## config.mk

```make
export PLATFORM = sky130hd
export DESIGN_NAME = ndef_formatter
export DESIGN_NICKNAME = d
export VERILOG_FILES = /design/src/rtl/ndef_fmt_pkg.sv /design/src/rtl/ndef_formatter.sv
export SDC_FILE = /design/constraint.sdc
export NUM_CORES = 1
export LEC_CHECK = 0
export BUFFER_PORTS_ARGS = -buffer_cell sky130_fd_sc_hd__buf_2
export CAP_MARGIN = 30
export CELL_PAD_IN_SITES_DETAIL_PLACEMENT = 0
export CELL_PAD_IN_SITES_GLOBAL_PLACEMENT = 1
export CORE_ASPECT_RATIO = 1.1
export CORE_MARGIN = 5
export CORE_UTILIZATION = 36
export DETAILED_ROUTE_END_ITERATION = 6
export PLACE_DENSITY_LB_ADDON = 0.1
export REMOVE_ABC_BUFFERS = 1
export SYNTH_ARGS = -nofsm -noshare
export SYNTH_HDL_FRONTEND = slang
export SYNTH_SLANG_ARGS = --single-unit
```

## constraint.sdc

```tcl
create_clock -name clk_i -period 5.2 [get_ports clk_i]
set_clock_uncertainty 0.05 [all_clocks]
set_input_delay 0.26 -clock clk_i [delete_from_list [all_inputs] [get_ports clk_i]]
set_output_delay 0.26 -clock clk_i [all_outputs]
set_load 0.005 [all_outputs]
```

## src/rtl/ndef_fmt_pkg.sv

```systemverilog
package ndef_fmt_pkg;

  // ==========================================================
  // Software register map (word aligned byte addresses)
  // ==========================================================
  localparam logic [7:0] REG_CTRL   = 8'h00;
  localparam logic [7:0] REG_CONFIG = 8'h04;
  localparam logic [7:0] REG_STATUS = 8'h08;

  // Control bits
  localparam int CTRL_START_BIT = 0;
  localparam int CTRL_T3ONLY_BIT = 1;
  localparam int CTRL_ENC_BIT   = 2;
  localparam int CTRL_RO_BIT    = 3;

  // Config fields
  localparam int CFG_NMAXB_LSB = 0;
  localparam int CFG_VER_LSB   = 16;

  // Status bits
  localparam int STS_BUSY_BIT   = 0;
  localparam int STS_DONE_BIT   = 1;
  localparam int STS_RANGE_BIT  = 2;
  localparam int STS_DEVERR_BIT = 3;
  localparam int STS_CSUM_LSB   = 16;

  // Reset values
  localparam logic [15:0] NMAXB_RST = 16'h0017;
  localparam logic [7:0]  VER_RST   = 8'h10;

  // ==========================================================
  // Memory layout
  // ==========================================================
  localparam logic [15:0] SYS_CODE_NDEF   = 16'h12FC;
  localparam logic [4:0]  AIB_BLOCK       = 5'h00;
  localparam logic [4:0]  MSG_FIRST_BLOCK = 5'h01;
  localparam logic [4:0]  MSG_LAST_BLOCK  = 5'h17;
  localparam int          BLOCK_SHIFT     = 4;
  localparam int          AIB_BYTES       = 16;
  localparam int          CSUM_BYTES      = 14;

  // Attribute field values
  localparam logic [7:0]  RD_LIMIT     = 8'h0F;
  localparam logic [7:0]  WR_LIMIT     = 8'h0B;
  localparam logic [15:0] NMAXB_SHARED = 16'h0017;
  localparam logic [15:0] NMAXB_T3     = 16'h001A;
  localparam logic [15:0] NMAXB_ENC    = 16'h0018;
  localparam logic [31:0] UNUSED_ZERO  = 32'h00000000;
  localparam logic [7:0]  WIP_SET      = 8'h0F;
  localparam logic [7:0]  WIP_CLR      = 8'h00;
  localparam logic [7:0]  ACC_RO       = 8'h00;
  localparam logic [7:0]  ACC_RW       = 8'h01;
  localparam logic [23:0] EMPTY_LEN    = 24'h000003;
  localparam logic [23:0] EMPTY_MSG    = 24'hD00000;

  // ==========================================================
  // Types
  // ==========================================================
  typedef enum logic [1:0] {
    OP_IDLE       = 2'b00,
    OP_SYS_CODE   = 2'b01,
    OP_BLOCK_WR   = 2'b10
  } dev_op_e;

  typedef struct packed {
    dev_op_e      op;
    logic [8:0]   addr;
    logic [127:0] data;
  } dev_req_s;

  typedef enum logic [2:0] {
    S_IDLE      = 3'b000,
    S_SYS       = 3'b001,
    S_AIB_OPEN  = 3'b010,
    S_MSG       = 3'b011,
    S_AIB_CLOSE = 3'b100
  } fmt_state_e;

endpackage : ndef_fmt_pkg

```

## src/rtl/ndef_formatter.sv

```systemverilog
// How it works
// - Program system code 0x12FC before any message exchange.
// - Attribute block lives in block 0 at byte address zero.
// - Message blocks 1..23, block n at byte address n times sixteen.
// - Byte 0 holds the mapping version, example 0x10.
// - Byte 1 holds read block limit fifteen.
// - Byte 2 holds write block limit eleven.
// - Bytes 3..4 max block count at most 23 when shared.
// - Type3 only use allows up to 26 blocks.
// - Encrypted configuration may limit the count to 24 blocks.
// - Bytes 5..8 are written as zero.
// - Write-in-progress byte 9 set 0x0F before, 0x00 after message.
// - Byte 10 access flag: 0x00 read-only, 0x01 read and write.
// - Bytes 11..13 hold message length; empty message gives three.
// - Bytes 14..15 checksum equals sum of bytes 0..13.
// - Empty message is 0xD00000 at start of block 1.
`timescale 1ns/1ps

module ndef_formatter
  import ndef_fmt_pkg::*;
(
  // Clock and reset
  input  wire logic        clk_i,
  input  wire logic        rst_i,
  // Wishbone slave
  input  wire logic        wb_cyc_i,
  input  wire logic        wb_stb_i,
  input  wire logic        wb_we_i,
  input  wire logic [7:0]  wb_adr_i,
  input  wire logic [3:0]  wb_sel_i,
  input  wire logic [31:0] wb_dat_i,
  output logic      [31:0] wb_dat_o,
  output logic             wb_ack_o,
  // Device memory port
  output dev_req_s         dev_req_o,
  output logic             dev_valid_o,
  input  wire logic        dev_ack_i,
  input  wire logic        dev_err_i
);

  // ==========================================================
  // Attribute block builder
  // ==========================================================
  function automatic logic [127:0] build_aib(
    input logic [7:0]  ver,
    input logic [15:0] nmaxb,
    input logic [7:0]  wip,
    input logic [7:0]  acc,
    input logic [23:0] len
  );
    logic [127:0] blk;
    logic [15:0]  sum;
    blk = '0;
    sum = 16'h0000;
    blk[127:120] = ver;
    blk[119:112] = RD_LIMIT;
    blk[111:104] = WR_LIMIT;
    blk[103:88]  = nmaxb;
    blk[87:56]   = UNUSED_ZERO;
    blk[55:48]   = wip;
    blk[47:40]   = acc;
    blk[39:16]   = len;
    for (int i = 0; i < CSUM_BYTES; i++) begin
      sum = sum + {8'h00, blk[127-8*i -: 8]};
    end
    blk[15:0]    = sum;
    return blk;
  endfunction : build_aib

  // ==========================================================
  // Device answer synchronisers
  // ==========================================================
  logic ack_meta;
  logic ack_s;
  logic err_meta;
  logic err_s;

  always_ff @(posedge clk_i) begin
    if (rst_i) begin
      ack_meta <= 1'b0;
      ack_s    <= 1'b0;
      err_meta <= 1'b0;
      err_s    <= 1'b0;
    end else begin
      ack_meta <= dev_ack_i;
      ack_s    <= ack_meta;
      err_meta <= dev_err_i;
      err_s    <= err_meta;
    end
  end

  // ==========================================================
  // Software registers
  // ==========================================================
  logic        t3_only;
  logic        enc_limit;
  logic        read_only;
  logic [15:0] nmaxb;
  logic [7:0]  version;
  logic        busy;
  logic        done;
  logic        range_err;
  logic        dev_err;
  logic [15:0] last_csum;

  wire bus_req   = wb_cyc_i & wb_stb_i & ~wb_ack_o;
  wire wr_req    = bus_req & wb_we_i;
  wire hit_ctrl  = wb_adr_i == REG_CTRL;
  wire hit_cfg   = wb_adr_i == REG_CONFIG;
  wire hit_sts   = wb_adr_i == REG_STATUS;
  wire wr_ctrl   = wr_req & hit_ctrl & wb_sel_i[0];
  wire wr_cfg_lo = wr_req & hit_cfg & wb_sel_i[0];
  wire wr_cfg_hi = wr_req & hit_cfg & wb_sel_i[1];
  wire wr_cfg_ve = wr_req & hit_cfg & wb_sel_i[2];
  wire start_hit = wr_ctrl & wb_dat_i[CTRL_START_BIT] & ~busy;

  // Limit picked from the chosen mapping mode
  // encrypted limit wins over Type3 only, else shared limit
  wire [15:0] nmaxb_cap = enc_limit ? NMAXB_ENC :
                          t3_only   ? NMAXB_T3  : NMAXB_SHARED;
  wire        nmaxb_bad = (nmaxb > nmaxb_cap) | (nmaxb == 16'h0000);

  wire [31:0] ctrl_rd = {28'h0000000, read_only, enc_limit, t3_only, 1'b0};
  wire [31:0] cfg_rd  = {8'h00, version, nmaxb};
  wire [31:0] sts_rd  = {last_csum, 12'h000, dev_err, range_err, done, busy};
  wire [31:0] rd_mux  = hit_ctrl ? ctrl_rd :
                        hit_cfg  ? cfg_rd  :
                        hit_sts  ? sts_rd  : 32'h00000000;

  always_ff @(posedge clk_i) begin
    if (rst_i) begin
      wb_ack_o <= 1'b0;
      wb_dat_o <= 32'h00000000;
    end else begin
      wb_ack_o <= bus_req;
      wb_dat_o <= bus_req ? rd_mux : 32'h00000000;
    end
  end

  always_ff @(posedge clk_i) begin
    if (rst_i) begin
      t3_only   <= 1'b0;
      enc_limit <= 1'b0;
      read_only <= 1'b0;
      nmaxb     <= NMAXB_RST;
      version   <= VER_RST;
    end else begin
      if (wr_ctrl && !busy) begin
        t3_only   <= wb_dat_i[CTRL_T3ONLY_BIT];
        enc_limit <= wb_dat_i[CTRL_ENC_BIT];
        read_only <= wb_dat_i[CTRL_RO_BIT];
      end
      if (wr_cfg_lo && !busy) begin
        nmaxb[7:0] <= wb_dat_i[CFG_NMAXB_LSB +: 8];
      end
      if (wr_cfg_hi && !busy) begin
        nmaxb[15:8] <= wb_dat_i[CFG_NMAXB_LSB+8 +: 8];
      end
      if (wr_cfg_ve && !busy) begin
        version <= wb_dat_i[CFG_VER_LSB +: 8];
      end
    end
  end

  // ==========================================================
  // Formatting sequence
  // ==========================================================
  fmt_state_e state;
  fmt_state_e seq_next;
  fmt_state_e next_state;
  dev_req_s   next_req;

  wire [7:0]   acc_val   = read_only ? ACC_RO : ACC_RW;
  wire [127:0] aib_open  = build_aib(version, nmaxb, WIP_SET, acc_val,
                                     EMPTY_LEN);
  wire [127:0] aib_close = build_aib(version, nmaxb, WIP_CLR, acc_val,
                                     EMPTY_LEN);

  always_comb begin
    unique case (state)
      S_IDLE:      seq_next = S_SYS;
      S_SYS:       seq_next = S_AIB_OPEN;
      S_AIB_OPEN:  seq_next = S_MSG;
      S_MSG:       seq_next = S_AIB_CLOSE;
      S_AIB_CLOSE: seq_next = S_IDLE;
      default:     seq_next = S_IDLE;
    endcase
  end

  // Device error aborts; no point closing a half-written image.
  // Only the flag latched together with an ack counts: the error line
  // means nothing between answers, and a flag left from an earlier
  // run must not turn a fresh start into an empty request.
  // stop on device error
  wire abort = dev_err & (state != S_IDLE);
  assign next_state = abort ? S_IDLE : seq_next;

  always_comb begin
    next_req = '0;
    unique case (next_state)
      S_SYS: begin
        next_req.op         = OP_SYS_CODE;
        next_req.data[15:0] = SYS_CODE_NDEF;
      end
      S_AIB_OPEN: begin
        next_req.op   = OP_BLOCK_WR;
        next_req.addr = {AIB_BLOCK, 4'h0};
        next_req.data = aib_open;
      end
      S_MSG: begin
        next_req.op            = OP_BLOCK_WR;
        next_req.addr          = 9'(MSG_FIRST_BLOCK) << BLOCK_SHIFT;
        next_req.data[127:104] = EMPTY_MSG;
      end
      S_AIB_CLOSE: begin
        next_req.op   = OP_BLOCK_WR;
        next_req.addr = {AIB_BLOCK, 4'h0};
        next_req.data = aib_close;
      end
      default: next_req = '0;
    endcase
  end

  // Four-phase handshake: hold until ack, drop, wait for ack release
  // Waiting for the synced ack to fall keeps a slow device from
  // seeing its old ack taken as the answer to the next request
  wire ack_seen  = dev_valid_o & ack_s;
  wire released  = ~dev_valid_o & ~ack_s & (state != S_IDLE);

  always_ff @(posedge clk_i) begin
    if (rst_i) begin
      state       <= S_IDLE;
      dev_valid_o <= 1'b0;
      dev_req_o   <= '0;
      busy        <= 1'b0;
    end else if (state == S_IDLE) begin
      if (start_hit && !nmaxb_bad) begin
        state       <= next_state;
        dev_valid_o <= 1'b1;
        dev_req_o   <= next_req;
        busy        <= 1'b1;
      end
    end else if (ack_seen) begin
      dev_valid_o <= 1'b0;
    end else if (released) begin
      state       <= next_state;
      dev_valid_o <= next_state != S_IDLE;
      dev_req_o   <= next_req;
      busy        <= next_state != S_IDLE;
    end
  end

  // Status flags; start only happens while idle, so set and clear
  // never meet
  always_ff @(posedge clk_i) begin
    if (rst_i) begin
      done      <= 1'b0;
      range_err <= 1'b0;
      dev_err   <= 1'b0;
      last_csum <= 16'h0000;
    end else begin
      if (start_hit) begin
        done      <= 1'b0;
        dev_err   <= 1'b0;
        range_err <= nmaxb_bad;
      end
      if (ack_seen && err_s) begin
        dev_err <= 1'b1;
      end
      if (released && next_state == S_IDLE) begin
        done <= 1'b1;
      end
      if (released && state == S_AIB_CLOSE) begin
        last_csum <= aib_close[15:0];
      end
    end
  end

endmodule : ndef_formatter

```

# ---- Word level (Yosys, flattened, before mapping)
# Cells that the tools add are included.
# W data, S select, Z words.
dict set report classes {
  magnitude_cmp 1
  muxes 29
  eq_ne 12
  add_sub_neg 9
  n_bitwise 22
  n_reduce_logical 27
}
# operator n
set op_table {}
lappend op_table {{$mux W139} 4}
lappend op_table {{$pmux W88 S2} 1}
lappend op_table {{$pmux W29 S2} 1}
lappend op_table {{$mux W24} 2}
lappend op_table {{$pmux W16 S3} 1}
lappend op_table {{$add A16 B1 Y16} 1}
lappend op_table {{$add A16 B2 Y16 const B} 1}
lappend op_table {{$add A16 B4 Y16 const B} 1}
lappend op_table {{$gt A16 B5 Y1} 1}
lappend op_table {{$logic_not A16 Y1} 1}
lappend op_table {{$and A1 B1 Y1} 15}
lappend op_table {{$mux W3} 5}
lappend op_table {{$add A13 B2 Y14 const B} 1}
lappend op_table {{$add A12 B1 Y13} 1}
lappend op_table {{$add A11 B8 Y12} 1}
lappend op_table {{$eq A3 B2 Y1 const B} 4}
lappend op_table {{$mux W4} 3}
lappend op_table {{$pmux W3 S4} 1}
lappend op_table {{$add A10 B8 Y11} 1}
lappend op_table {{$add A9 B4 Y10 const B} 1}
lappend op_table {{$mux W1} 10}
lappend op_table {{$add A8 B4 Y9 const B} 1}
lappend op_table {{$reduce_bool A3 Y1} 3}
lappend op_table {{$eq A8 B3 Y1 const B} 1}
lappend op_table {{17 further kinds} 38}
dict set report word_totals {
  regBits 223
  input_bits 51
  output_inout_bits 173
  wordCells 124
}

# ---- Logic depth before layout (Yosys ltp)
# Gate-level depths: netlist of the first run.
dict set report depth {
  depth_word 11
  depth_mapped 15
  ltp_nobuf 15
}

# ---- Worst setup path after synthesis of the first run
# Ideal clock, no wire load.
dict set report synth_timing {
  kind {register to register}
  from {reg nmaxb[2]}
  to {reg dev_req_o[9] (netlist name)}
  setup_time_ns 0.086
  slack_ns 1.398
  arrival_time_ns 3.666
  required_time_ns 5.064
  stages_incl_launch_ff 15
  n_path_buf 0
  synth_period_minus_slack_ns 3.802
  path_cell_list {dfxtp_1 inv_1 fa_1 inv_1 ha_1 ha_1 inv_1 fa_1 nand2b_1 o2bb2ai_1 or4b_2 o211a_1 o31a_1 or4_1 a211oi_1}
}
dict set report synth_between {
  elab_chain_len 8
  elab_cells_between_ends 18
  cone_classes {add/sub (6); order compare (1); eq/ne (1); mux (5); bitwise (1); reduce/logical (4)}
}
# element line
set synth_lines {}
lappend synth_lines {{start: declaration} ndef_formatter.sv:98} ;# logic [15:0] nmaxb;
lappend synth_lines {{start signal: assignment} ndef_formatter.sv:154} ;# nmaxb[7:0] <= wb_dat_i[CFG_NMAXB_LSB +: 8];
lappend synth_lines {{$add A11 B8 Y12} ndef_formatter.sv:64} ;# sum = sum + {8'h00, blk[127-8*i -: 8]};
lappend synth_lines {{$add A16 B4 Y16} ndef_formatter.sv:64}
lappend synth_lines {{$add A16 B1 Y16} ndef_formatter.sv:64}
lappend synth_lines {{$add A16 B2 Y16} ndef_formatter.sv:64}
lappend synth_lines {{$pmux W16 S3} ndef_formatter.sv:200} ;# unique case (next_state)
lappend synth_lines {{$mux W139} ndef_formatter.sv:245} ;# end else if (released) begin
lappend synth_lines {{$mux W139} ndef_formatter.sv:243} ;# end else if (ack_seen) begin
lappend synth_lines {{$mux W139} ndef_formatter.sv:236} ;# end else if (state == S_IDLE) begin
lappend synth_lines {{end signal: assignment} ndef_formatter.sv:240} ;# dev_req_o <= next_req;
lappend synth_lines {{end signal: assignment} ndef_formatter.sv:248} ;# dev_req_o <= next_req;
lappend synth_lines {{end: declaration} ndef_formatter.sv:35} ;# output dev_req_s dev_req_o,
# Parallel ways exist; a longest one is shown, timed or not. The select of a mux whose other input is x is not followed.
# A chain may end at the register's enable or synchronous reset.

# ---- Final worst setup path of the first run
# Same ends and word-level chain as after synthesis.

==> metrics.md, run 1 <==
| Metric | Value |
|---|---|
| Starting utilization of the core area | `~37%` |
| Gr ovfl total | `0` |
| Count of flip-flops with a built-in enable after synthesis | `0` |
| Worst Path Class, Setup | `flip-flop to flip-flop` |
| Data arrival time of the worst path | `between 4 and 5 ns` |
| Clock Root Buffer | `sky130_fd_sc_hd__clkbuf_16` |
| DIE AREA | `between 20000 and 25000 um^2` |
| Floorplan core area | `around 17000 um^2` |
| Input/output buffers | `between 100 and 150` |
| Worst EP required | `between 5 and 6 ns` |
| Ratio of cells with drive above 1 in the final layout | `just under 20%` |
| Share of synthesized area occupied by flip-flops and latches | `a little under two fifths` |
| Commonest non-fill, non-tap cell in the layout | `sky130_fd_sc_hd__buf_2` |
| Final HPWL from detailed placement | `12900 um` |
| Critical-path maximum fanout | `6` |
| Transition time of the tightest slew-check pin | `between 0.9 and 1 ns` |
| Final GP Congestion | `around 0.9` |
| Maximum root-to-sink buffer count | `2` |
| Warnings from Yosys | `0` |
| Die Width | `between 100 and 150 um` |
| Row Count | `50` |
| Signed area change from the synthesized netlist to the final layout | `15.9%` |
| Routed wire length | `17100 um` |
| RSZ-0062 raised after global routing | `false` |
| Number of global-route vias before repair | `around 5000` |
| Power spent charging and discharging nets | `roughly 850 uW` |
| Final Cycle Share | `81.6%` |
| Routed wirelength normalized by instance count | `roughly 16 um` |
| Hold violation count in the final report | `0` |
| Total of flip-flops plus latches after synthesis | `120` |
| Endpoint class of the critical path | `flip-flop` |
| Commonest cells after routing, fill and taps aside | `sky130_fd_sc_hd__buf_2, sky130_fd_sc_hd__dfxtp_1, sky130_fd_sc_hd__conb_1` |
| Cts bufs inserted | `17` |
| Finish-stage setup viols | `0` |
| Sequential cell fraction of total power | `37.1%` |
| Synth top area share | `38.2%` |
| Post-synthesis cell type with the largest combined area | `sky130_fd_sc_hd__dfxtp_1` |
| Die Height | `about 150 um` |
| First-pass GRT wire length | `roughly 27000 um` |
| Kind of start point of the critical path | `flip-flop` |
| Number of instances in the synthesized netlist | `approximately 730` |
| Number of inserted diodes | `0` |
| Maxcap violations | `0` |
| Number of search-and-repair iterations in the first detailed-routing pass | `4` |
| Achievable Freq | `between 0.2 and 0.25 GHz` |
| IO Pins | `224` |
| Post-CTS clock slew at the launch and capture registers of the worst setup and hold paths | `about 0.05 ns` |
| Post-synthesis instance area | `roughly 6300 um^2` |
| Combinational share of power | `19.5%` |
| Pin count of the biggest net entering global routing | `51` |
| CTS sink count | `between 100 and 150` |
| All-Layer GR Usage | `between 15 and 20%` |
| Layout Cells excl Fill | `between 1000 and 1500` |
| Post-detailed-route via-to-cell ratio | `around 4.6` |
| Path type of the worst min-delay path | `input port to flip-flop` |
| Switching share of power | `a little over 30%` |
| Number of antenna-violating nets in the routed design | `0` |
| P per Cell Area | `~380 nW/um^2` |
| Final setup TNS | `0 ns` |
| Setup repair bufs after CTS | `0` |
| Internal Power | `between 1500 and 2000 uW` |
| Initial antenna violation count | `0` |
| TritonCTS clock tree | `yes` |
| Clk Latency, worst-skew pair | `0.42 ns` |
| Largest cells by area after synthesis | `sky130_fd_sc_hd__dfxtp_1, sky130_fd_sc_hd__buf_4, sky130_fd_sc_hd__ha_1` |
| Vias after detailed routing | `roughly 5000` |
| Number of placed instances with taps included | `1045` |
| Synthesized area divided by synthesized cell count | `8.63 um^2` |
| Leak | `roughly 0.0034 uW` |
| Count of H-tree levels built during CTS | `4` |
| Outcome | `completed` |
| Synth Flop Type | `sky130_fd_sc_hd__dfxtp_1` |
| Final nets | `914` |
| Fraction of synthesis flops using an asynchronous set or reset pin | `0%` |
| Worst max-slew margin expressed relative to the limit | `around a third` |
| Clock Power Share | `43.3%` |
| Post-layout min period | `between 4 and 5 ns` |
| Initial DRC count | `about 200` |
| Peak supply drop | `a little over 0.0002 V` |
| Number of max-slew violations in the final report | `0` |
| Post-route DRC | `0` |
| Cell variety after synth | `57` |
## through the flow
step | util [%] | power (uW) | cell area (um^2) | hold WS [ns] | setup slack [ns]
2_1_floorplan | - | 1340 | 5700 | 0.279 | 1.40
3_3_place_gp | 39.0 | 1580 | 6650 | 0.366 | 1.02
3_5_place_dp | 39.0 | 1590 | 6670 | 0.375 | 0.953
4_1_cts | 42.7 | 2820 | 7290 | 0.0130 | 0.933
5_1_grt | 42.7 | 2930 | 7290 | 0.0150 | 0.514
6_report | 42.7 | 2780 | 7290 | 0.0300 | 0.956
## worst paths after layout
check,from,end,slack (ns),cells after the start
min reg2reg,err_meta$_SDFF_PP0_,err_s$_SDFF_PP0_,0.38,1
max reg2reg,nmaxb[2]$_SDFFE_PP1P_,dev_req_o[9]$_SDFFE_PP0P_,0.96,15
min,wb_dat_i[17],version[1]$_SDFFE_PP0P_,0.03,3
max,nmaxb[2]$_SDFFE_PP1P_,dev_req_o[9]$_SDFFE_PP0P_,0.96,15
## sequential cells by signal, summed over array words and instances, names as in the netlist, 3 cells and up
name / cells
dev_req_o: 42
last_csum: 11
version: 8
nmaxb: 16
state: 3
wb_dat_o: 27
## power groups by stage
stage	clock network, uW	logic [uW]	registers [uW]
6_report	1200	542	1030
5_1_grt	1280	606	1040
4_1_cts	1240	548	1030
3_5_place_dp	0	543	1050
3_3_place_gp	0	528	1050
2_1_floorplan	0	288	1050
## worst max-delay path, cell delays in order, from the launching register on
cell and delay (ns):
sky130_fd_sc_hd__dfxtp_1 0.38, sky130_fd_sc_hd__inv_1 0.11, sky130_fd_sc_hd__fa_1 0.54, sky130_fd_sc_hd__inv_1 0.04, sky130_fd_sc_hd__ha_1 0.27, sky130_fd_sc_hd__ha_1 0.16
sky130_fd_sc_hd__inv_1 0.05, sky130_fd_sc_hd__fa_1 0.39, sky130_fd_sc_hd__nand2b_1 0.16, sky130_fd_sc_hd__o2bb2ai_1 0.22, sky130_fd_sc_hd__xnor2_1 0.48, sky130_fd_sc_hd__a31oi_1 0.20
sky130_fd_sc_hd__and2_1 0.24, sky130_fd_sc_hd__o31a_1 0.25, sky130_fd_sc_hd__or4_1 0.39, sky130_fd_sc_hd__a211oi_1 0.23
## cell families after synthesis
logic type | share of synthesized area [%]
other | 0.0596
muxes | 4.31
adders and majority gates | 7.24
and+or+nand+nor | 18.0
buffers and inverters | 17.7
AOI/OAI and AO/OA | 11.8
xor gates and xnor gates | 2.78
DFF | 38.2
## cells in the mapped netlist, drive strengths merged, types with 9 or more instances
cell type  instances
a211oi            14
a21oi             50
a22o               9
buf              112
clkbuf            24
dfxtp            120
fa                 9
ha                22
inv               48
mux2i             26
nand2             52
nand3             29
nor2              69
nor2b              9
nor3              15
nor4              19
o21ai             16
xnor2             10
xor2              10
## cell type report
cell class                 instances  area (um^2)
timing repair buffer             130          681
fill                            1792         9780
tap                              234          293
clock buffer                      22          464
clock inverter                    10          143
sequential                       120         2400
inverter                          49          184
multi-input combinational        514         3130
## repair_timing
action,CTS,global route
hold endpoints to repair,2,0
gates resized for setup,0,0
hold buffers,2,0
## metal layers
layer,GRT usage [%],vias up,wire length [um]
met2,27.9,166,8450
met1,21.4,2331,7310
met3,4.67,10,1180
met4,5.29,0,172
li1,-,2477,-
met5,0,-,0
(Power assumes the default switching activity.)
==> run 2: changes to the inputs <==
--- a/config.mk
+++ b/config.mk
@@ -5,13 +5,14 @@
 export SDC_FILE = /design/constraint.sdc
 export NUM_CORES = 1
 export LEC_CHECK = 0
+export ABC_AREA = 1
 export BUFFER_PORTS_ARGS = -buffer_cell sky130_fd_sc_hd__buf_2
 export CAP_MARGIN = 30
 export CELL_PAD_IN_SITES_DETAIL_PLACEMENT = 0
 export CELL_PAD_IN_SITES_GLOBAL_PLACEMENT = 1
 export CORE_ASPECT_RATIO = 1.1
 export CORE_MARGIN = 5
-export CORE_UTILIZATION = 36
+export CORE_UTILIZATION = 32
 export DETAILED_ROUTE_END_ITERATION = 6
 export PLACE_DENSITY_LB_ADDON = 0.1
 export REMOVE_ABC_BUFFERS = 1
==> constraint.sdc (replaced) <==
create_clock -name clk_i -period 3.9 [get_ports clk_i]
set_clock_uncertainty 0.05 [all_clocks]
set_input_delay 0.195 -clock clk_i [delete_from_list [all_inputs] [get_ports clk_i]]
set_output_delay 0.195 -clock clk_i [all_outputs]
set_load 0.005 [all_outputs]
==> metrics.md, run 2 <==
| Metric | Value |
|---|---|
| Outcome | `completed` |
| Count of flip-flops with a built-in enable after synthesis | `0 (unchanged)` |
| Gr ovfl total | `0 (unchanged)` |
| Signed area change from the synthesized netlist to the final layout | `15.5%` |
| Final GP Congestion | `0.783 (-13%)` |
| Buf+Inv Stages, Crit Path | `3 (unchanged)` |
| Sequential cell area in the final layout | `2400 um^2 (unchanged)` |
| Floorplan core area | `19900 um^2 (+17%)` |
| Maxcap violations | `0 (unchanged)` |
| Leading post-synthesis cells by instance count | `sky130_fd_sc_hd__nand2_1, sky130_fd_sc_hd__dfxtp_1, sky130_fd_sc_hd__inv_1` |
| Number of antenna-violating nets in the routed design | `0 (unchanged)` |
| Reg2reg start | `nmaxb[2]$_SDFFE_PP1P_` |
| Finish-stage setup viols | `0 (unchanged)` |
| Post-CTS clock slew at the launch and capture registers of the worst setup and hold paths | `0.06 ns (about the same)` |
| Final nets | `1036 (+13%)` |
| DIE AREA | `23200 um^2 (+15%)` |
| Maximum root-to-sink buffer count | `2 (unchanged)` |
| Final HPWL from detailed placement | `13400 um (+3.9%)` |
| Die Width | `146 um (+7.2%)` |
| Post-synthesis cell type with the largest combined area | `sky130_fd_sc_hd__dfxtp_1` |
| Final Cycle Share | `92.7% (+11 points)` |
| Cts bufs inserted | `17 (unchanged)` |
| Starting utilization of the core area | `32.6% (-4.3 points)` |
| Initial antenna violation count | `0 (unchanged)` |
| Worst path most repeated cell | `sky130_fd_sc_hd__nand3_1` |
| Crit path launch | `nmaxb[2]$_SDFFE_PP1P_` |
| RSZ-0062 raised after global routing | `false` |
| Flip-flop count of the largest register after layout | `42 (unchanged)` |
| Clock Root Buffer | `sky130_fd_sc_hd__clkbuf_16` |
| Slowest stage cell, crit path | `sky130_fd_sc_hd__fa_1` |
| Most flops, register | `dev_req_o` |
| Critical path cell sequence | `inv_1 > fa_1 > inv_1 > ha_1 > ha_1 > inv_1 > fa_1 > nor2_2 > nand2_1 > nor2_1 > nand3_1 > nor2_1 > nand3_1 > nand2_1 > nand3_1 > nand3_1 > nand2_1 > a21oi_1` |
| Delay contributed by the slowest stage of the critical path | `0.55 ns (about the same)` |
| Critical-path maximum fanout | `5 (-1)` |
| Pin count of the biggest net entering global routing | `56 (+9.8%)` |
| Setup repair bufs after CTS | `0 (unchanged)` |
| Transition time of the tightest slew-check pin | `0.930 ns (-0.0534 ns)` |
| Worst max-slew margin expressed relative to the limit | `37.8% (+4.3 points)` |
| Leak | `0.00349 uW (+2.1%)` |
| Post-route DRC | `0 (unchanged)` |
| Endpoint class of the critical path | `flip-flop` |
| All-Layer GR Usage | `15.4% (-1.5 points)` |
| Initial DRC count | `222 (+14%)` |
| Worst EP required | `4.19 ns (-1.29 ns)` |
| Synth Flop Type | `sky130_fd_sc_hd__dfxtp_1` |
| Share of synthesized area occupied by flip-flops and latches | `37.0% (-1.2 points)` |
| Cell variety after synth | `41 (-28%)` |
| Most repeated cell in the gate-level netlist after synthesis | `sky130_fd_sc_hd__nand2_1` |
| Largest cells by area after synthesis | `sky130_fd_sc_hd__dfxtp_1, sky130_fd_sc_hd__buf_4, sky130_fd_sc_hd__nand2_1` |
| Number of max-slew violations in the final report | `0 (unchanged)` |
| Synthesized area divided by synthesized cell count | `7.76 um^2 (-10%)` |
| Hold violation count in the final report | `0 (unchanged)` |
| CTS sink count | `120 (unchanged)` |
| Die Height | `159 um (+7.2%)` |
| Fraction of synthesis flops using an asynchronous set or reset pin | `0% (unchanged)` |
| Post-synthesis instance area | `6490 um^2 (+3.2%)` |
| Routed wire length | `18000 um (+5.3%)` |
| Number of global-route vias before repair | `5146 (+5.3%)` |
| Synth top area share | `37.0% (-1.2 points)` |
| Warnings from Yosys | `0 (unchanged)` |
| First-pass GRT wire length | `28400 um (+7.2%)` |
| Number of search-and-repair iterations in the first detailed-routing pass | `5 (+1)` |
| IO Pins | `224 (unchanged)` |
| Ratio of cells with drive above 1 in the final layout | `21.7% (+1.8 points)` |
| Post-layout min period | `3.62 ns (-0.628 ns)` |
| P per Cell Area | `454 nW/um^2 (+19%)` |
| TritonCTS clock tree | `yes` |
| Commonest non-fill, non-tap cell in the layout | `sky130_fd_sc_hd__nand2_1` |
| Routed wirelength normalized by instance count | `14.8 um (-6.8%)` |
| Multi-input gate area | `3070 um^2 (-2.0%)` |
| Worst Path Class, Setup | `flip-flop to flip-flop` |
| Path type of the worst min-delay path | `input port to flip-flop` |
| Number of placed instances with taps included | `1181 (+13%)` |
| Vias after detailed routing | `5281 (+6.0%)` |
| Layout Cells excl Fill | `1219 (+13%)` |
| Commonest cells after routing, fill and taps aside | `sky130_fd_sc_hd__nand2_1, sky130_fd_sc_hd__buf_2, sky130_fd_sc_hd__dfxtp_1` |
| Kind of start point of the critical path | `flip-flop` |
| Number of inserted diodes | `0 (unchanged)` |
| Data arrival time of the worst path | `3.91 ns (-0.61 ns)` |
| Count of H-tree levels built during CTS | `4 (unchanged)` |
| Cell family with most CP delay | `adder cells` |
| Final setup TNS | `0 ns (unchanged)` |
| Final Hold Slack | `0.0181 ns (-0.0120 ns)` |
| Peak supply drop | `0.000265 V (+27%)` |
| Achievable Freq | `0.276 GHz (+17%)` |
| Number of inserted filler cells in the final layout | `2182 (+22%)` |
| Worst hold start | `wb_dat_i[22]` |
| Row Count | `54 (+8.0%)` |
| Post-detailed-route via-to-cell ratio | `4.33 (-6.2%)` |
| Clk Latency, worst-skew pair | `0.41 ns (about the same)` |
| Input/output buffers | `123 (unchanged)` |
| Largest registers | `dev_req_o: 42 flops, wb_dat_o: 27 flops, nmaxb: 16 flops` |
| Total of flip-flops plus latches after synthesis | `120 (unchanged)` |
| Number of instances in the synthesized netlist | `837 (+15%)` |
run 2: cell count changes in the layout (fill, tap and decap cells not counted), moves of 10 or more:
cell	before	now
sky130_fd_sc_hd__mux2i_1	26	0
sky130_fd_sc_hd__nand2_2	1	11
sky130_fd_sc_hd__nand3_1	29	61
sky130_fd_sc_hd__a21oi_2	0	17
sky130_fd_sc_hd__a211oi_1	14	1
sky130_fd_sc_hd__nand2_1	51	127
sky130_fd_sc_hd__nor4_1	17	1
sky130_fd_sc_hd__o21ai_0	16	48
sky130_fd_sc_hd__a21oi_1	50	72
sky130_fd_sc_hd__inv_1	48	105
sky130_fd_sc_hd__nor2_1	68	49
run 2: path summary, 6_finish.rpt:
kind | endpoint | slack, ns | depth (start not counted)
worst max-delay path | dev_req_o[9]$_SDFFE_PP0P_ | 0.28 | 18
worst min-delay path | version[6]$_SDFFE_PP0P_ | 0.02 | 3
worst max register to register | dev_req_o[9]$_SDFFE_PP0P_ | 0.28 | 18
worst min register to register | err_s$_SDFF_PP0_ | 0.35 | 2
run 2: power breakdown:
| group | total [uW] | leakage, uW | internal (uW) | switching (uW) |
|---|---|---|---|---|
| clock network | 1490 | 0.000258 | 907 | 583 |
| logic | 599 | 0.00226 | 180 | 420 |
| registers | 1310 | 0.000969 | 1280 | 33.3 |
| total | 3400 | 0.00349 | 2370 | 1040 |
run 2: logic make-up after synthesis:
kind of cell	after synthesis	share of synthesized area (%)
fa+ha+maj	31	7.01
other cells	1	0.0578
flops	120	37.0
buf+inv	238	21.0
compound gates	157	13.6
simple gates	283	20.3
xor+xnor	7	0.944
run 2: final cells by class:
class	count	area share [%]
clock buffer	21	6.14
clock inverter	11	1.32
inverter	110	5.51
multi-input combinational	569	40.9
sequential	120	32.0
tap	252	4.21
timing repair buffer	136	9.88
run 2: timing repair:
action	CTS	global route
endpoints found under the hold margin	6	0
gates resized for setup	0	1
setup endpoints to repair	0	2
hold buffers	6	0
run 2: metal layers:
metal  up-vias  wire length (um)  GRT usage [%]
met4         0               248           4.75
met5         -                 0              0
met3        16               900           3.96
met1      2382              8280           19.6
li1       2741                 -              -
met2       142              8580           25.6
run 2: metrics by stage:
step	utilization, %	power (uW)	setup slack, ns	cell area [um^2]
5_1_grt	37.6	3590	0.0451	7500
3_5_place_dp	34.5	1950	0.248	6880
4_1_cts	37.6	3460	0.203	7490
2_1_floorplan	-	1680	0.624	5880
6_report	37.6	3400	0.283	7500
3_3_place_gp	34.5	1950	0.223	6880
run 2: tightest hold or removal path, delay by kind of cell:
family,cells,cell delay [ns]
compound gates,2,0.17
buf+inv,1,0.07
==> run 3: changes to the inputs <==
--- a/config.mk
+++ b/config.mk
@@ -6,7 +6,7 @@
 export NUM_CORES = 1
 export LEC_CHECK = 0
 export ABC_AREA = 1
-export BUFFER_PORTS_ARGS = -buffer_cell sky130_fd_sc_hd__buf_2
+export BUFFER_PORTS_ARGS = -buffer_cell sky130_fd_sc_hd__buf_4
 export CAP_MARGIN = 30
 export CELL_PAD_IN_SITES_DETAIL_PLACEMENT = 0
 export CELL_PAD_IN_SITES_GLOBAL_PLACEMENT = 1
==> metrics.md, run 3 (synthesis gave the netlist of run 2 again) <==
| Metric | Value |
|---|---|
| Buf+Inv Stages, Crit Path | `3 (unchanged)` |
| Floorplan core area | `19900 um^2 (unchanged)` |
| Clk Latency, worst-skew pair | `0.42 ns (about the same)` |
| Post-detailed-route via-to-cell ratio | `4.32 (-0.33%)` |
| Critical-path maximum fanout | `5 (unchanged)` |
| Cell depth of the worst flop-to-flop path | `16 (-2)` |
| All-Layer GR Usage | `15.5% (+0.15 points)` |
| Routed wire length | `18300 um (+1.3%)` |
| Setup repair bufs after CTS | `0 (unchanged)` |
| Final instance area | `7840 um^2 (+4.6%)` |
| Total met3 wirelength after detailed routing | `852 um (-5.3%)` |
| Data arrival time of the worst path | `3.85 ns (-0.06 ns)` |
| Finish-stage setup viols | `0 (unchanged)` |
| Routed wirelength normalized by instance count | `15.0 um (+1.2%)` |
| Count of H-tree levels built during CTS | `4 (unchanged)` |
| Commonest cells after routing, fill and taps aside | `sky130_fd_sc_hd__buf_4, sky130_fd_sc_hd__nand2_1, sky130_fd_sc_hd__dfxtp_1` |
| Input/output buffers | `123 (unchanged)` |
| Kind of start point of the critical path | `flip-flop` |
| Ratio of cells with drive above 1 in the final layout | `21.6% (-0.15 points)` |
| Outcome | `completed` |
| Row Count | `54 (unchanged)` |
| Cell family with most CP delay | `adder cells` |
| Number of inserted filler cells in the final layout | `2144 (-1.7%)` |
| Gr ovfl total | `0 (unchanged)` |
| Most flops, register | `dev_req_o` |
| Final nets | `1039 (+0.29%)` |
| Post-CTS clock slew at the launch and capture registers of the worst setup and hold paths | `0.06 ns (about the same)` |
| Final setup TNS | `0 ns (unchanged)` |
| Leak | `0.00355 uW (+1.9%)` |
| First-pass GRT wire length | `28600 um (+0.75%)` |
| Pin count of the biggest net entering global routing | `38 (-32%)` |
| Largest registers | `dev_req_o: 42 flops, wb_dat_o: 27 flops, nmaxb: 16 flops` |
| Peak supply drop | `0.000233 V (-12%)` |
| Maximum root-to-sink buffer count | `2 (unchanged)` |
| Vias after detailed routing | `5272 (-0.17%)` |
| Hold path depth | `3 (unchanged)` |
| Die Height | `159 um (unchanged)` |
| Slowest stage cell, crit path | `sky130_fd_sc_hd__fa_1` |
| Critical path cell sequence | `inv_1 > fa_1 > inv_1 > ha_1 > ha_1 > inv_1 > fa_1 > nor2_1 > nand4_1 > nor2_1 > nand2_1 > nor2_1 > nand3_1 > o21ai_0 > nand2_1 > a21oi_1` |
| P per Cell Area | `446 nW/um^2 (-1.7%)` |
| Transition time of the tightest slew-check pin | `0.592 ns (-0.338 ns)` |
| Post-CTS Resized | `0 (unchanged)` |
| Final GP Congestion | `0.788 (+0.64%)` |
| DIE AREA | `23200 um^2 (unchanged)` |
| Setup slack on the worst flop-to-flop path | `0.34 ns (+0.06 ns)` |
| Reg2reg start | `nmaxb[2]$_SDFFE_PP1P_` |
| Clock Root Buffer | `sky130_fd_sc_hd__clkbuf_16` |
| Final Cycle Share | `91.2% (-1.5 points)` |
| TritonCTS clock tree | `yes` |
| Commonest non-fill, non-tap cell in the layout | `sky130_fd_sc_hd__buf_4` |
| Post-Place Setup Slack | `0.307 ns (+0.0595 ns)` |
| Endpoint class of the critical path | `flip-flop` |
| Number of max-slew violations in the final report | `0 (unchanged)` |
| Flip-flop count of the largest register after layout | `42 (unchanged)` |
| Signed area change from the synthesized netlist to the final layout | `20.8%` |
| Starting utilization of the core area | `32.6% (unchanged)` |
| Post-layout min period | `3.56 ns (-0.0593 ns)` |
| Delay contributed by the slowest stage of the critical path | `0.55 ns (about the same)` |
| Final worst-path setup slack | `0.343 ns (+0.0594 ns)` |
| Final HPWL from detailed placement | `13700 um (+2.2%)` |
| Layout Utilization | `39.3% (+1.7 points)` |
| WHS Endpoint | `nmaxb[14]$_SDFFE_PP0P_` |
| Multi-input gate area | `3060 um^2 (about the same)` |
| Number of inserted diodes | `0 (unchanged)` |
| Initial antenna violation count | `0 (unchanged)` |
| Post-route DRC | `0 (unchanged)` |
| IO Pins | `224 (unchanged)` |
| Initial DRC count | `238 (+7.2%)` |
| Number of global-route vias before repair | `5279 (+2.6%)` |
| Maxcap violations | `0 (unchanged)` |
| Number of search-and-repair iterations in the first detailed-routing pass | `4 (-1)` |
| Hold violation count in the final report | `0 (unchanged)` |
| Sequential cell area in the final layout | `2400 um^2 (unchanged)` |
| Worst Path Class, Setup | `flip-flop to flip-flop` |
| Path type of the worst min-delay path | `input port to flip-flop` |
| Die Width | `146 um (unchanged)` |
| Top metal layer carrying routed signals | `met4` |
| Final Hold Slack | `0.0141 ns (-0.00394 ns)` |
| Number of antenna-violating nets in the routed design | `0 (unchanged)` |
| RSZ-0062 raised after global routing | `false` |
| Worst hold start | `wb_dat_i[14]` |
| Achievable Freq | `0.281 GHz (+1.7%)` |
| CTS sink count | `120 (unchanged)` |
| Cell area after placement | `7200 um^2 (+4.7%)` |
| Worst max-slew margin expressed relative to the limit | `60.2% (+22 points)` |
| Cts bufs inserted | `17 (unchanged)` |
| Sum of met2 wire segment lengths after detailed routing | `8870 um (+3.4%)` |
| Routed length on met1 | `8210 um (-0.91%)` |
| Worst EP required | `4.20 ns (about the same)` |
| Critical register-to-register path endpoint | `dev_req_o[10]$_SDFFE_PP0P_` |
run 3: layer usage:
layer / up-vias / GRT usage, %
li1: 2747 / -
met1: 2370 / 19.4
met2: 138 / 26.3
met3: 17 / 3.67
met4: 0 / 5.31
met5: - / 0
run 3: worst reg2reg max path, cell delays in order (launching register included):
cell	delay (ns)
sky130_fd_sc_hd__dfxtp_1	0.33
sky130_fd_sc_hd__inv_1	0.08
sky130_fd_sc_hd__fa_1	0.55
sky130_fd_sc_hd__inv_1	0.05
sky130_fd_sc_hd__ha_1	0.28
sky130_fd_sc_hd__ha_1	0.23
sky130_fd_sc_hd__inv_1	0.07
sky130_fd_sc_hd__fa_1	0.47
sky130_fd_sc_hd__nor2_1	0.27
sky130_fd_sc_hd__nand4_1	0.15
sky130_fd_sc_hd__nor2_1	0.26
sky130_fd_sc_hd__nand2_1	0.08
sky130_fd_sc_hd__nor2_1	0.13
sky130_fd_sc_hd__nand3_1	0.12
sky130_fd_sc_hd__o21ai_0	0.19
sky130_fd_sc_hd__nand2_1	0.07
sky130_fd_sc_hd__a21oi_1	0.12
run 3: cell type report:
| type | count | area share [%] |
|---|---|---|
| clock buffer | 23 | 6.09 |
| clock inverter | 8 | 1.23 |
| inverter | 110 | 5.26 |
| multi-input combinational | 569 | 39.1 |
| sequential | 120 | 30.6 |
| tap | 252 | 4.02 |
| timing repair buffer | 139 | 13.7 |
run 3: how the worst max path moves through the flow:
| stage | from | to | slack, ns | depth (start not counted) |
|---|---|---|---|---|
| floorplan | nmaxb[2]$_SDFFE_PP1P_ | dev_req_o[9]$_SDFFE_PP0P_ | 0.62 | 18 |
| global placement | nmaxb[1]$_SDFFE_PP1P_ | dev_req_o[10]$_SDFFE_PP0P_ | 0.38 | 16 |
| detailed placement | nmaxb[1]$_SDFFE_PP1P_ | dev_req_o[9]$_SDFFE_PP0P_ | 0.31 | 18 |
| CTS | nmaxb[1]$_SDFFE_PP1P_ | dev_req_o[9]$_SDFFE_PP0P_ | 0.30 | 18 |
| global route | nmaxb[1]$_SDFFE_PP1P_ | dev_req_o[9]$_SDFFE_PP0P_ | 0.06 | 18 |
| finish | nmaxb[2]$_SDFFE_PP1P_ | dev_req_o[10]$_SDFFE_PP0P_ | 0.34 | 16 |
run 3: power breakdown:
| part | switching, uW | total (uW) | leakage, uW | internal (uW) |
|---|---|---|---|---|
| sequential | 38.4 | 1320 | 0.000969 | 1280 |
| clock | 566 | 1550 | 0.000283 | 984 |
| combinational | 411 | 631 | 0.00230 | 219 |
| total | 1020 | 3500 | 0.00355 | 2480 |
run 3: repair_timing:
| action | CTS | global route |
|---|---|---|
| endpoints found under the setup margin | 0 | 0 |
| endpoints found under the hold margin | 7 | 0 |
| hold buffers | 7 | 0 |
run 3: through the flow:
step / power [uW] / instances
after floorplan: 1680 / 799
after global placement: 1990 / 1183
after detailed placement: 1980 / 1183
after CTS: 3550 / 1221
after global routing: 3670 / 1221
final: 3500 / 1221
